File: config.mk
export PLATFORM = sky130hd
export DESIGN_NAME = io_space_access_decode
export DESIGN_NICKNAME = d
export VERILOG_FILES = /design/src/io_space_access_decode.v /design/src/byte_store.v
export VERILOG_INCLUDE_DIRS = /design/src
export SDC_FILE = /design/constraint.sdc
export NUM_CORES = 1
export LEC_CHECK = 0
export BUFFER_PORTS_ARGS = -buffer_cell sky130_fd_sc_hd__buf_2
export CAP_MARGIN = 30
export CORE_MARGIN = 1
export CORE_UTILIZATION = 53
export CTS_CLUSTER_DIAMETER = 30
export DETAILED_ROUTE_END_ITERATION = 7
export PLACE_DENSITY_LB_ADDON = 0.3
export SETUP_SLACK_MARGIN = 0.2
export SYNTH_ARGS = -nofsm -noshare
export SYNTH_HDL_FRONTEND = slang
export SYNTH_SLANG_ARGS = --single-unit
File: constraint.sdc
create_clock -name ref_clk -period 2.3 [get_ports ref_clk]
set_input_delay 0.46 -clock ref_clk [delete_from_list [all_inputs] [get_ports ref_clk]]
set_output_delay 0.46 -clock ref_clk [all_outputs]
set_load 0.01 [all_outputs]
File: src/io_decode_consts.vh
// Constants for the peripheral register space decoder.
// Assumes inclusion by bare name from the design files.
`ifndef IO_DECODE_CONSTS_VH
`define IO_DECODE_CONSTS_VH
// Access kinds presented by the core
`define ACC_PORT 2'h0
`define ACC_DATA 2'h1
`define ACC_BIT 2'h2
// Bit operations
`define BOP_SET 2'h0
`define BOP_CLR 2'h1
`define BOP_TEST 2'h2
// Port space limits
`define PORT_LAST 9'h03F
`define BIT_LAST 9'h01F
// Offset from port address to data address
`define DATA_OFS 9'h020
// Extended region limits (data addresses)
`define EXT_FIRST 9'h060
`define EXT_LAST 9'h1FF
// Port addresses of the storage registers
`define GS0_PORT 6'h1E
`define GS1_PORT 6'h2A
`define GS2_PORT 6'h2B
// Port address of the sample flag register (write one to clear)
`define FLAG_PORT 6'h15
// Reset value of storage registers
`define GS_RESET 8'h00
`define ZERO8 8'h00
`endif

File: src/io_space_access_decode.v
// Functional notes
// - All registers reachable by data loads, stores
// - Low 32 registers take bit set/clear, except the flag register, which takes bit clear only
// - Low 32 registers support bit skip tests
// - Port instructions use six-bit address only
// - Data address equals port address plus 0x20
// - Extended region reachable by data access only
// - Some flags clear on writing one
// - Bit ops touch only the addressed bit
// - Bit ops act only below 0x20
// - Three plain general-purpose byte registers
// - Storage registers in low range bit-accessible
//
// Decoder for the peripheral register space of a small core.
// Assumes the core presents one access per cycle on ref_clk.
`timescale 1ns/1ps
`include "io_decode_consts.vh"
module io_space_access_decode (
  input wire ref_clk,
  input wire reset,
  input wire acc_valid,
  input wire [1:0] acc_kind,
  input wire acc_write,
  input wire [8:0] acc_addr,
  input wire [7:0] acc_wdata,
  input wire [1:0] bit_op,
  input wire [2:0] bit_sel,
  input wire flag_event,
  input wire [7:0] flag_set,
  input wire [7:0] ext_rdata,
  output reg [7:0] rdata_reg,
  output reg rvalid_reg,
  output reg skip_reg,
  output reg access_err_reg,
  output reg ext_wr_reg,
  output reg [8:0] ext_addr_reg,
  output reg [7:0] ext_wdata_reg,
  output wire [7:0] flags_out
);
  wire [8:0] port_addr; // Address normalised to port numbering
  wire in_port; // Falls in the 64 port locations
  wire in_bit; // Falls in the bit-accessible range
  wire in_ext; // Falls in the extended region
  wire legal; // Access kind may reach this address
  wire [7:0] gs0;
  wire [7:0] gs1;
  wire [7:0] gs2;
  reg [7:0] flag_reg; // Sticky flags, cleared by writing one
  reg [7:0] rd_mux; // Selected read byte
  reg [7:0] flag_next;
  wire is_data;
  wire is_bit;
  wire do_write;
  wire do_bitwr;
  wire bit_val;
  wire wr0;
  wire wr1;
  wire wr2;
  wire hit0;
  wire hit1;
  wire hit2;
  wire hitf;

  assign is_data = (acc_kind == `ACC_DATA);
  assign is_bit = (acc_kind == `ACC_BIT);
  // Data accesses sit 0x20 above port numbering
  assign port_addr = is_data ? (acc_addr - `DATA_OFS) : acc_addr;
  // Data addresses below the offset map to the core's own registers, not here
  assign in_port = is_data ? (acc_addr >= `DATA_OFS && acc_addr < `EXT_FIRST) :
    (acc_addr <= `PORT_LAST);
  assign in_bit = in_port && (port_addr <= `BIT_LAST);
  assign in_ext = is_data && (acc_addr >= `EXT_FIRST) && (acc_addr <= `EXT_LAST);
  // Extended region refused for port and bit forms
  assign legal = is_data ? (in_port || in_ext) :
    (is_bit ? in_bit : in_port);
  assign do_write = acc_valid && legal && acc_write && !is_bit;
  assign do_bitwr = acc_valid && legal && is_bit && (bit_op != `BOP_TEST);
  assign bit_val = (bit_op == `BOP_SET);
  assign hit0 = in_port && (port_addr[5:0] == `GS0_PORT);
  assign hit1 = in_port && (port_addr[5:0] == `GS1_PORT);
  assign hit2 = in_port && (port_addr[5:0] == `GS2_PORT);
  assign hitf = in_port && (port_addr[5:0] == `FLAG_PORT);
  assign wr0 = do_write && hit0;
  assign wr1 = do_write && hit1;
  assign wr2 = do_write && hit2;
  assign flags_out = flag_reg;

  // Three identical storage registers
  byte_store u_gs0 (
    .ref_clk(ref_clk), .reset(reset), .wr_en(wr0), .wr_data(acc_wdata),
    .bit_en(do_bitwr && hit0), .bit_sel(bit_sel), .bit_val(bit_val),
    .value_reg(gs0)
  );
  byte_store u_gs1 (
    .ref_clk(ref_clk), .reset(reset), .wr_en(wr1), .wr_data(acc_wdata),
    .bit_en(do_bitwr && hit1), .bit_sel(bit_sel), .bit_val(bit_val),
    .value_reg(gs1)
  );
  byte_store u_gs2 (
    .ref_clk(ref_clk), .reset(reset), .wr_en(wr2), .wr_data(acc_wdata),
    .bit_en(do_bitwr && hit2), .bit_sel(bit_sel), .bit_val(bit_val),
    .value_reg(gs2)
  );

  // Flag register next value; a new event beats a clear in the same cycle
  always @* begin
    flag_next = flag_reg;
    if (acc_valid && legal && hitf) begin
      if (do_write) begin
        flag_next = flag_reg & ~acc_wdata;
      end else if (do_bitwr && !bit_val) begin
        // Only the addressed bit is cleared; neighbours are never written back
        flag_next[bit_sel] = 1'b0;
      end
    end
    if (flag_event) begin
      flag_next = flag_next | flag_set;
    end
  end

  // Flag register state
  always @(posedge ref_clk or posedge reset) begin
    if (reset) begin
      flag_reg <= `ZERO8;
    end else begin
      flag_reg <= flag_next;
    end
  end

  // Read selection, reads have no side effect
  always @* begin
    if (in_ext) begin
      rd_mux = ext_rdata;
    end else if (hit0) begin
      rd_mux = gs0;
    end else if (hit1) begin
      rd_mux = gs1;
    end else if (hit2) begin
      rd_mux = gs2;
    end else if (hitf) begin
      rd_mux = flag_reg;
    end else begin
      rd_mux = `ZERO8; // Unassigned locations read zero
    end
  end

  // Registered answer: read data, skip result, refusal, extended write
  always @(posedge ref_clk or posedge reset) begin
    if (reset) begin
      rdata_reg <= `ZERO8;
      rvalid_reg <= 1'b0;
      skip_reg <= 1'b0;
      access_err_reg <= 1'b0;
      ext_wr_reg <= 1'b0;
      ext_addr_reg <= 9'h000;
      ext_wdata_reg <= `ZERO8;
    end else begin
      rvalid_reg <= acc_valid && legal && !acc_write && !is_bit;
      rdata_reg <= (acc_valid && legal && !acc_write) ? rd_mux : `ZERO8;
      // Skip test reports whether the selected bit of the read byte is set
      skip_reg <= acc_valid && legal && is_bit && (bit_op == `BOP_TEST) &&
        rd_mux[bit_sel];
      access_err_reg <= acc_valid && !legal;
      ext_wr_reg <= acc_valid && in_ext && acc_write;
      ext_addr_reg <= acc_addr;
      ext_wdata_reg <= acc_wdata;
    end
  end
endmodule

File: src/byte_store.v
// One general-purpose byte register with write and bit update.
// Assumes writes arrive as one-cycle strobes on the core clock.
`timescale 1ns/1ps
`include "io_decode_consts.vh"
module byte_store (
  input wire ref_clk,
  input wire reset,
  input wire wr_en,
  input wire [7:0] wr_data,
  input wire bit_en,
  input wire [2:0] bit_sel,
  input wire bit_val,
  output reg [7:0] value_reg
);
  // Whole-byte or single-bit update, stored at edge end
  always @(posedge ref_clk or posedge reset) begin
    if (reset) begin
      value_reg <= `GS_RESET;
    end else if (wr_en) begin
      value_reg <= wr_data;
    end else if (bit_en) begin
      value_reg[bit_sel] <= bit_val;
    end
  end
endmodule

Yosys cells after proc, flatten, opt, wreduce, memory -nomap -nowiden
Index checks and enable logic that the tools add are counted.
{"block": "op_classes", "bitwise": 5, "n_div": 0, "n_reduce_logical": 38, "add_sub_neg": 1, "multipliers": 0, "magnitude_cmp": 8, "n_eq_ne": 8, "shift": 0, "muxes": 27}
{"cell": "$mux 8", "n": 16}
{"cell": "$logic_and 1x1->1", "n": 29}
{"cell": "$bwmux 8", "n": 3}
{"cell": "$and 8x8->8", "n": 2}
{"cell": "$not 8->8", "n": 2}
{"cell": "$eq 6x5->1 const B", "n": 2}
{"cell": "$eq 6x6->1 const B", "n": 2}
{"cell": "$ge 9x6->1 const B", "n": 1}
{"cell": "$ge 9x7->1 const B", "n": 1}
{"cell": "$le 9x5->1 const B", "n": 1}
{"cell": "$le 9x6->1 const B", "n": 1}
{"cell": "$le 9x9->1 const B", "n": 1}
{"cell": "$lt 9x7->1 const B", "n": 1}
{"cell": "$mux 9", "n": 1}
{"cell": "$sub 9x6->9 const B", "n": 1}
{"cell": "$or 8x8->8", "n": 1}
{"cell": "$reduce_bool 2->1", "n": 3}
{"cell": "$mux 1", "n": 5}
{"cell": "$eq 2x2->1 const B", "n": 2}
{"cell": "$logic_not 1->1", "n": 4}
{"cell": "$lt 3x4->1 const B", "n": 1}
{"cell": "$bmux 1 s3", "n": 1}
{"cell": "$demux 1 s3", "n": 1}
{"cell": "$ge 3x1->1 const B", "n": 1}
{"cell": "other kinds (4)", "n": 4}
{"block": "word_totals", "wordCells": 98, "output_inout_bits": 37, "latchBits": 0, "rom_bits": 0, "mem_count": 0, "inputBits": 45, "ram_bits": 0, "ff_bits": 61}

Logic depth before layout (Yosys ltp)
{"block": "logic_depth", "word_depth": 15, "ltp_mapped": 11, "mapped_depth_nobuf": 10}

Hierarchy
From an unflattened synthesis, not the netlist that was laid out.
{"block": "unflattened", "hier_cells": 335, "area_unflattened_um2": 3373.2}
{"module": "io_space_access_decode", "n_inst": 1, "area_per_inst_um2": 2029.4, "seq_area_each_um2": 925.9, "cells_each": 206}
{"module": "byte_store", "n_inst": 3, "area_per_inst_um2": 447.9, "seq_area_each_um2": 200.2, "cells_each": 43}

Worst setup path after synthesis
Ideal clock, no wire load.
{"block": "synth_path", "path_type": "input to register", "start": "in acc_addr[6]", "end": "reg u_gs0.value_reg[5]", "slack_ns": -0.553, "required_time_ns": 2.172, "path_stages": 11, "setup_ns": 0.128, "arrival_ns": 2.725, "n_path_buf": 2, "path_cell_list": "inv_1 -> ha_1 -> or4b_1 -> o21ai_2 -> a41o_2 -> and2_1 -> buf_4 -> or3b_1 -> buf_2 -> a21oi_1 -> mux2_1"}
{"block": "synth_via", "elab_chain_len": 11, "word_cells_on_any_way": 26, "cone_classes": "add/sub: 1; order compare: 6; mux: 5; reduce/logical: 14"}
{"element": "start: declaration", "line_no": "io_space_access_decode.v:24", "rtl": "input wire [8:0] acc_addr,"}
{"element": "$sub 9x6->9 (no line) (tied with other cells)"}
{"element": "$mux 9 / $logic_and 1x1->1 (equally long branches)"}
{"element": "$le 9x5->1 (no line) / $mux 1 (equally long branches)"}
{"element": "$logic_and 1x1->1", "line_no": "io_space_access_decode.v:71", "rtl": "assign in_bit = in_port && (port_addr <= `BIT_LAST);"}
{"element": "$mux 1", "line_no": "io_space_access_decode.v:75", "rtl": "(is_bit ? in_bit : in_port);"}
{"element": "$mux 1", "line_no": "io_space_access_decode.v:74", "rtl": "assign legal = is_data ? (in_port || in_ext) :"}
{"element": "$logic_and 1x1->1", "line_no": "io_space_access_decode.v:76, io_space_access_decode.v:77"}
{"element": "$logic_and 1x1->1, on equally long branches (2 in a row)", "line_no": "io_space_access_decode.v:76, io_space_access_decode.v:77"}
{"element": "$logic_and 1x1->1, on equally long branches", "line_no": "io_space_access_decode.v:83, io_space_access_decode.v:91"}
{"element": "$mux 8 / $reduce_bool 2->1 (equally long branches)"}
{"element": "end signal: assignment", "line_no": "byte_store.v:18", "rtl": "value_reg <= `GS_RESET;"}
{"element": "end signal: assignment", "line_no": "byte_store.v:20", "rtl": "value_reg <= wr_data;"}
{"element": "end signal: indexed assignment", "line_no": "byte_store.v:22", "rtl": "value_reg[bit_sel] <= bit_val;"}
{"element": "end: declaration", "line_no": "byte_store.v:13", "rtl": "output reg [7:0] value_reg"}
Parallel ways exist; a longest one is shown, timed or not.
A chain may end at the register's enable or synchronous reset.

Worst setup path after layout
{"block": "layout_path", "start": "in acc_addr[6]", "end": "reg u_gs0.value_reg[3]"}
Same word-level chain as after synthesis.

==> metrics.md <==
| Metric | Value |
|---|---|
| Vias in the first global route | `3121` |
| WP data required | `2530 ps` |
| Worst VDD drop | `0.470 mV` |
| Post-Route WL | `10200 um` |
| Worst-case clock buffer depth | `2` |
| Final net count | `503` |
| CTS clk-pin slew, worst paths | `70 ps` |
| Setup WS post-layout | `-323 ps` |
| Synth Instances | `309` |
| PortBufs | `81` |
| Top-area cell type share of the netlist area | `0.494` |
| RSZ-0062 raised after global routing | `true` |
| Critical register-to-register path startpoint | `u_gs2.value_reg[3]` |
| Setup Skew | `5.84 ps` |
| Core area | `5570 um2` |
| Diode count | `0` |
| WL/cell | `19.2 um` |
| First-pass GRT wire length | `15400 um` |
| DRT Pass-1 Iters | `5` |
| Max Cap Viol | `0` |
| Rel. slew slack | `0.653` |
| Maximum clock frequency | `381 MHz` |
| Post-synth top area cell | `dfrtp_1` |
| Worst setup EP type | `flip-flop` |
| Multi-input logic area | `1740 um2` |
| Root buf cell | `clkbuf_8` |
| Net Count, Synth | `357` |
| Final period util | `1.14` |
| Count of pins over their slew limit | `0` |
| Wire length on met3 | `844 um` |
| Mean post-synth cell area | `10.0 um2` |
| Design Area, Final | `4630 um2` |
| Min Clock Period, post-route | `2620 ps` |
| Slew @ Worst Pin | `519 ps` |
| CP max FO | `8` |
| Seq/Total Area, Yosys | `0.494` |
| Crit-path slowest cell | `or4b_4` |
| Vias per inst | `6.20` |
| Die X | `78.4 um` |
| Initial antenna violation count | `0` |
| Clock latency on the worst-skew pair | `350 ps` |
| WL met1 | `3830 um` |
| Placed cells | `510` |
| H-tree levels | `3` |
| Final ANT Viol Nets | `0` |
| Sequential Area | `1530 um2` |
| Initial core utilization | `0.555` |
| WS Path Type | `in2reg` |
| Static leakage | `2.12 nW` |
| Largest net degree at the start of global routing | `41` |
| DR top layer | `met4` |
| Post-Syn Area | `3090 um2` |
| Crit path from | `acc_addr[6]` |
| Min Hold Slack | `133 ps` |
| PD cells | `549 nW/um2` |
| Final Instance Count excl. Fillers | `532` |
| Final hold viol count | `0` |
| Post-synth cell types | `61` |
| Site Rows | `27` |
| Worst EP arrival | `2860 ps` |
| Area Growth Syn to Fin | `49.8%` |
| Met2 wire len | `5130 um` |
| Critical Path, Cell by Cell | `buf_8, inv_8, ha_4, or4b_4, o21ai_4, a41o_2, and2_4, or3b_4, buf_12, a21oi_4, mux2_4` |
| Final global-route overflow total | `0` |
| I/O pin count | `82` |
| Layout filler cell count | `304` |
| Hold Path Class | `in2async` |
| Post-synth EDFFs | `0` |
| Number of flip-flops in the largest register | `9` |
| Final Wtd Congestion | `0.917` |
| Layout cells sized above 1 | `0.487` |
| Crit-path max cell delay | `470 ps` |
| Status | `finished, violations left` |
| DRC viols | `0` |
| Placed Area | `4080 um2` |
| Failing checks | `setup timing` |
| Area contributors post-synth | `dfrtp_1, nand2_1, a22o_1, nor2_1, mux2_1` |
| Sink count of the clock tree | `61` |
| GR Util All Layers | `0.337` |
| Ys async rst share | `1.00` |
| Dominant synthesized flop cell | `dfrtp_1` |
| HPWL Detailed | `6750 um` |
| Synthesis Warnings | `0` |
| CP startpoint kind | `input port` |
| Vias post-DR | `3298` |
| DR iter-0 viols | `353` |
| Die area | `6140 um2` |
| CTS tree | `done` |
| Die height | `78.4 um` |
| R2R Setup Slk | `420 ps` |
| Final setup fails | `22` |
| Post-synthesis register bit count | `61` |
| Num CTS Buffers | `9` |
## layer usage
layer	global-route usage	vias up
met1	0.415	1583
met5	0	-
li1	-	1429
met4	0.180	0
met2	0.568	236
met3	0.0547	50
## power breakdown
group          total [W]  internal, W  switching, W
sequential       0.00110      0.00109    0.00000676
clock            0.00107     0.000641      0.000431
combinational   0.000369     0.000159      0.000210
## worst paths after layout
| check | to | cells after the start |
|---|---|---|
| max | u_gs0.value_reg[3] | 11 |
| min | ext_addr_reg[2] | 2 |
| max reg2reg | skip_reg | 7 |
| min reg2reg | u_gs2.value_reg[0] | 1 |
| max in group asynchronous | flags_out[2] | 3 |
| min in group ref_clk | ext_wdata_reg[0] | 1 |
## cells in the mapped netlist (all sizes together), types with 4 or more instances
cell,instances
o31ai,9
dfrtp,61
nor3,4
clkbuf,10
buf,5
mux2,11
inv,8
nand2b,4
nand3,12
and3,4
o21ai,13
nor2b,7
a22o,16
nor2,25
a21oi,24
nand2,38
## stage by stage
step / utilization / setup slack (ps) / total power [W] / TNS, ps
after floorplan: - / -412 / 0.00126 / -5520
after detailed placement: 0.732 / -673 / 0.00144 / -16960
after global placement: 0.732 / -664 / 0.00143 / -15970
after global routing: 0.831 / -386 / 0.00263 / -4530
final: 0.831 / -323 / 0.00254 / -3140
after CTS: 0.809 / -211 / 0.00253 / -1970
## layout make-up
cell class,instances,share of cell area
multi-input cells,225,0.375
inverters,8,0.00810
clock buffers,11,0.0305
well taps,72,0.0194
repair buffers,150,0.220
clock inverters,5,0.0181
flip-flops and latches,61,0.329
## worst max-delay path, delay by kind of cell
family | cells | cell delay (ps)
compound gates | 3 | 600
simple gates | 3 | 1030
mux | 1 | 310
fa+ha+maj | 1 | 120
buf+inv | 3 | 330
## cell families (layout without fill, tap and decap cells)
group | Yosys count | count (layout) | synth area share
and+or+nand+nor | 119 | 119 | 0.195
AOI/OAI and AO/OA | 89 | 89 | 0.221
DFF | 61 | 61 | 0.494
buffers and inverters | 23 | 174 | 0.0295
muxes | 12 | 12 | 0.0433
adders and majority gates | 3 | 3 | 0.0121
xor gates and xnor gates | 2 | 2 | 0.00566
## cell usage in the layout, fill, tap and decap left out, types with 3 or more instances in the layout
master / instances
buf_2: 78
dfrtp_1: 61
buf_4: 57
nand2_1: 34
nor2_1: 21
a22o_1: 16
a21oi_1: 15
nand3_1: 11
buf_6: 11
clkbuf_8: 10
o31ai_1: 8
mux2_4: 8
nor2b_1: 7
a21oi_4: 7
inv_1: 6
o21ai_0: 5
o21ai_1: 5
nor3_1: 4
and3_1: 4
nand2b_1: 4
nand2_2: 3
nand3b_1: 3
nand4_1: 3
nor2_2: 3
mux2_2: 3
a22oi_1: 3
buf_12: 3
## repair_timing
action,4_1_cts,5_1_grt
hold buffers,0,0
endpoints found under the setup margin,34,34
pin swaps,21,2
hold endpoints to repair,0,0
buffers inserted,3,3
resized for setup,41,28
Power figures use the tool's default switching activity.
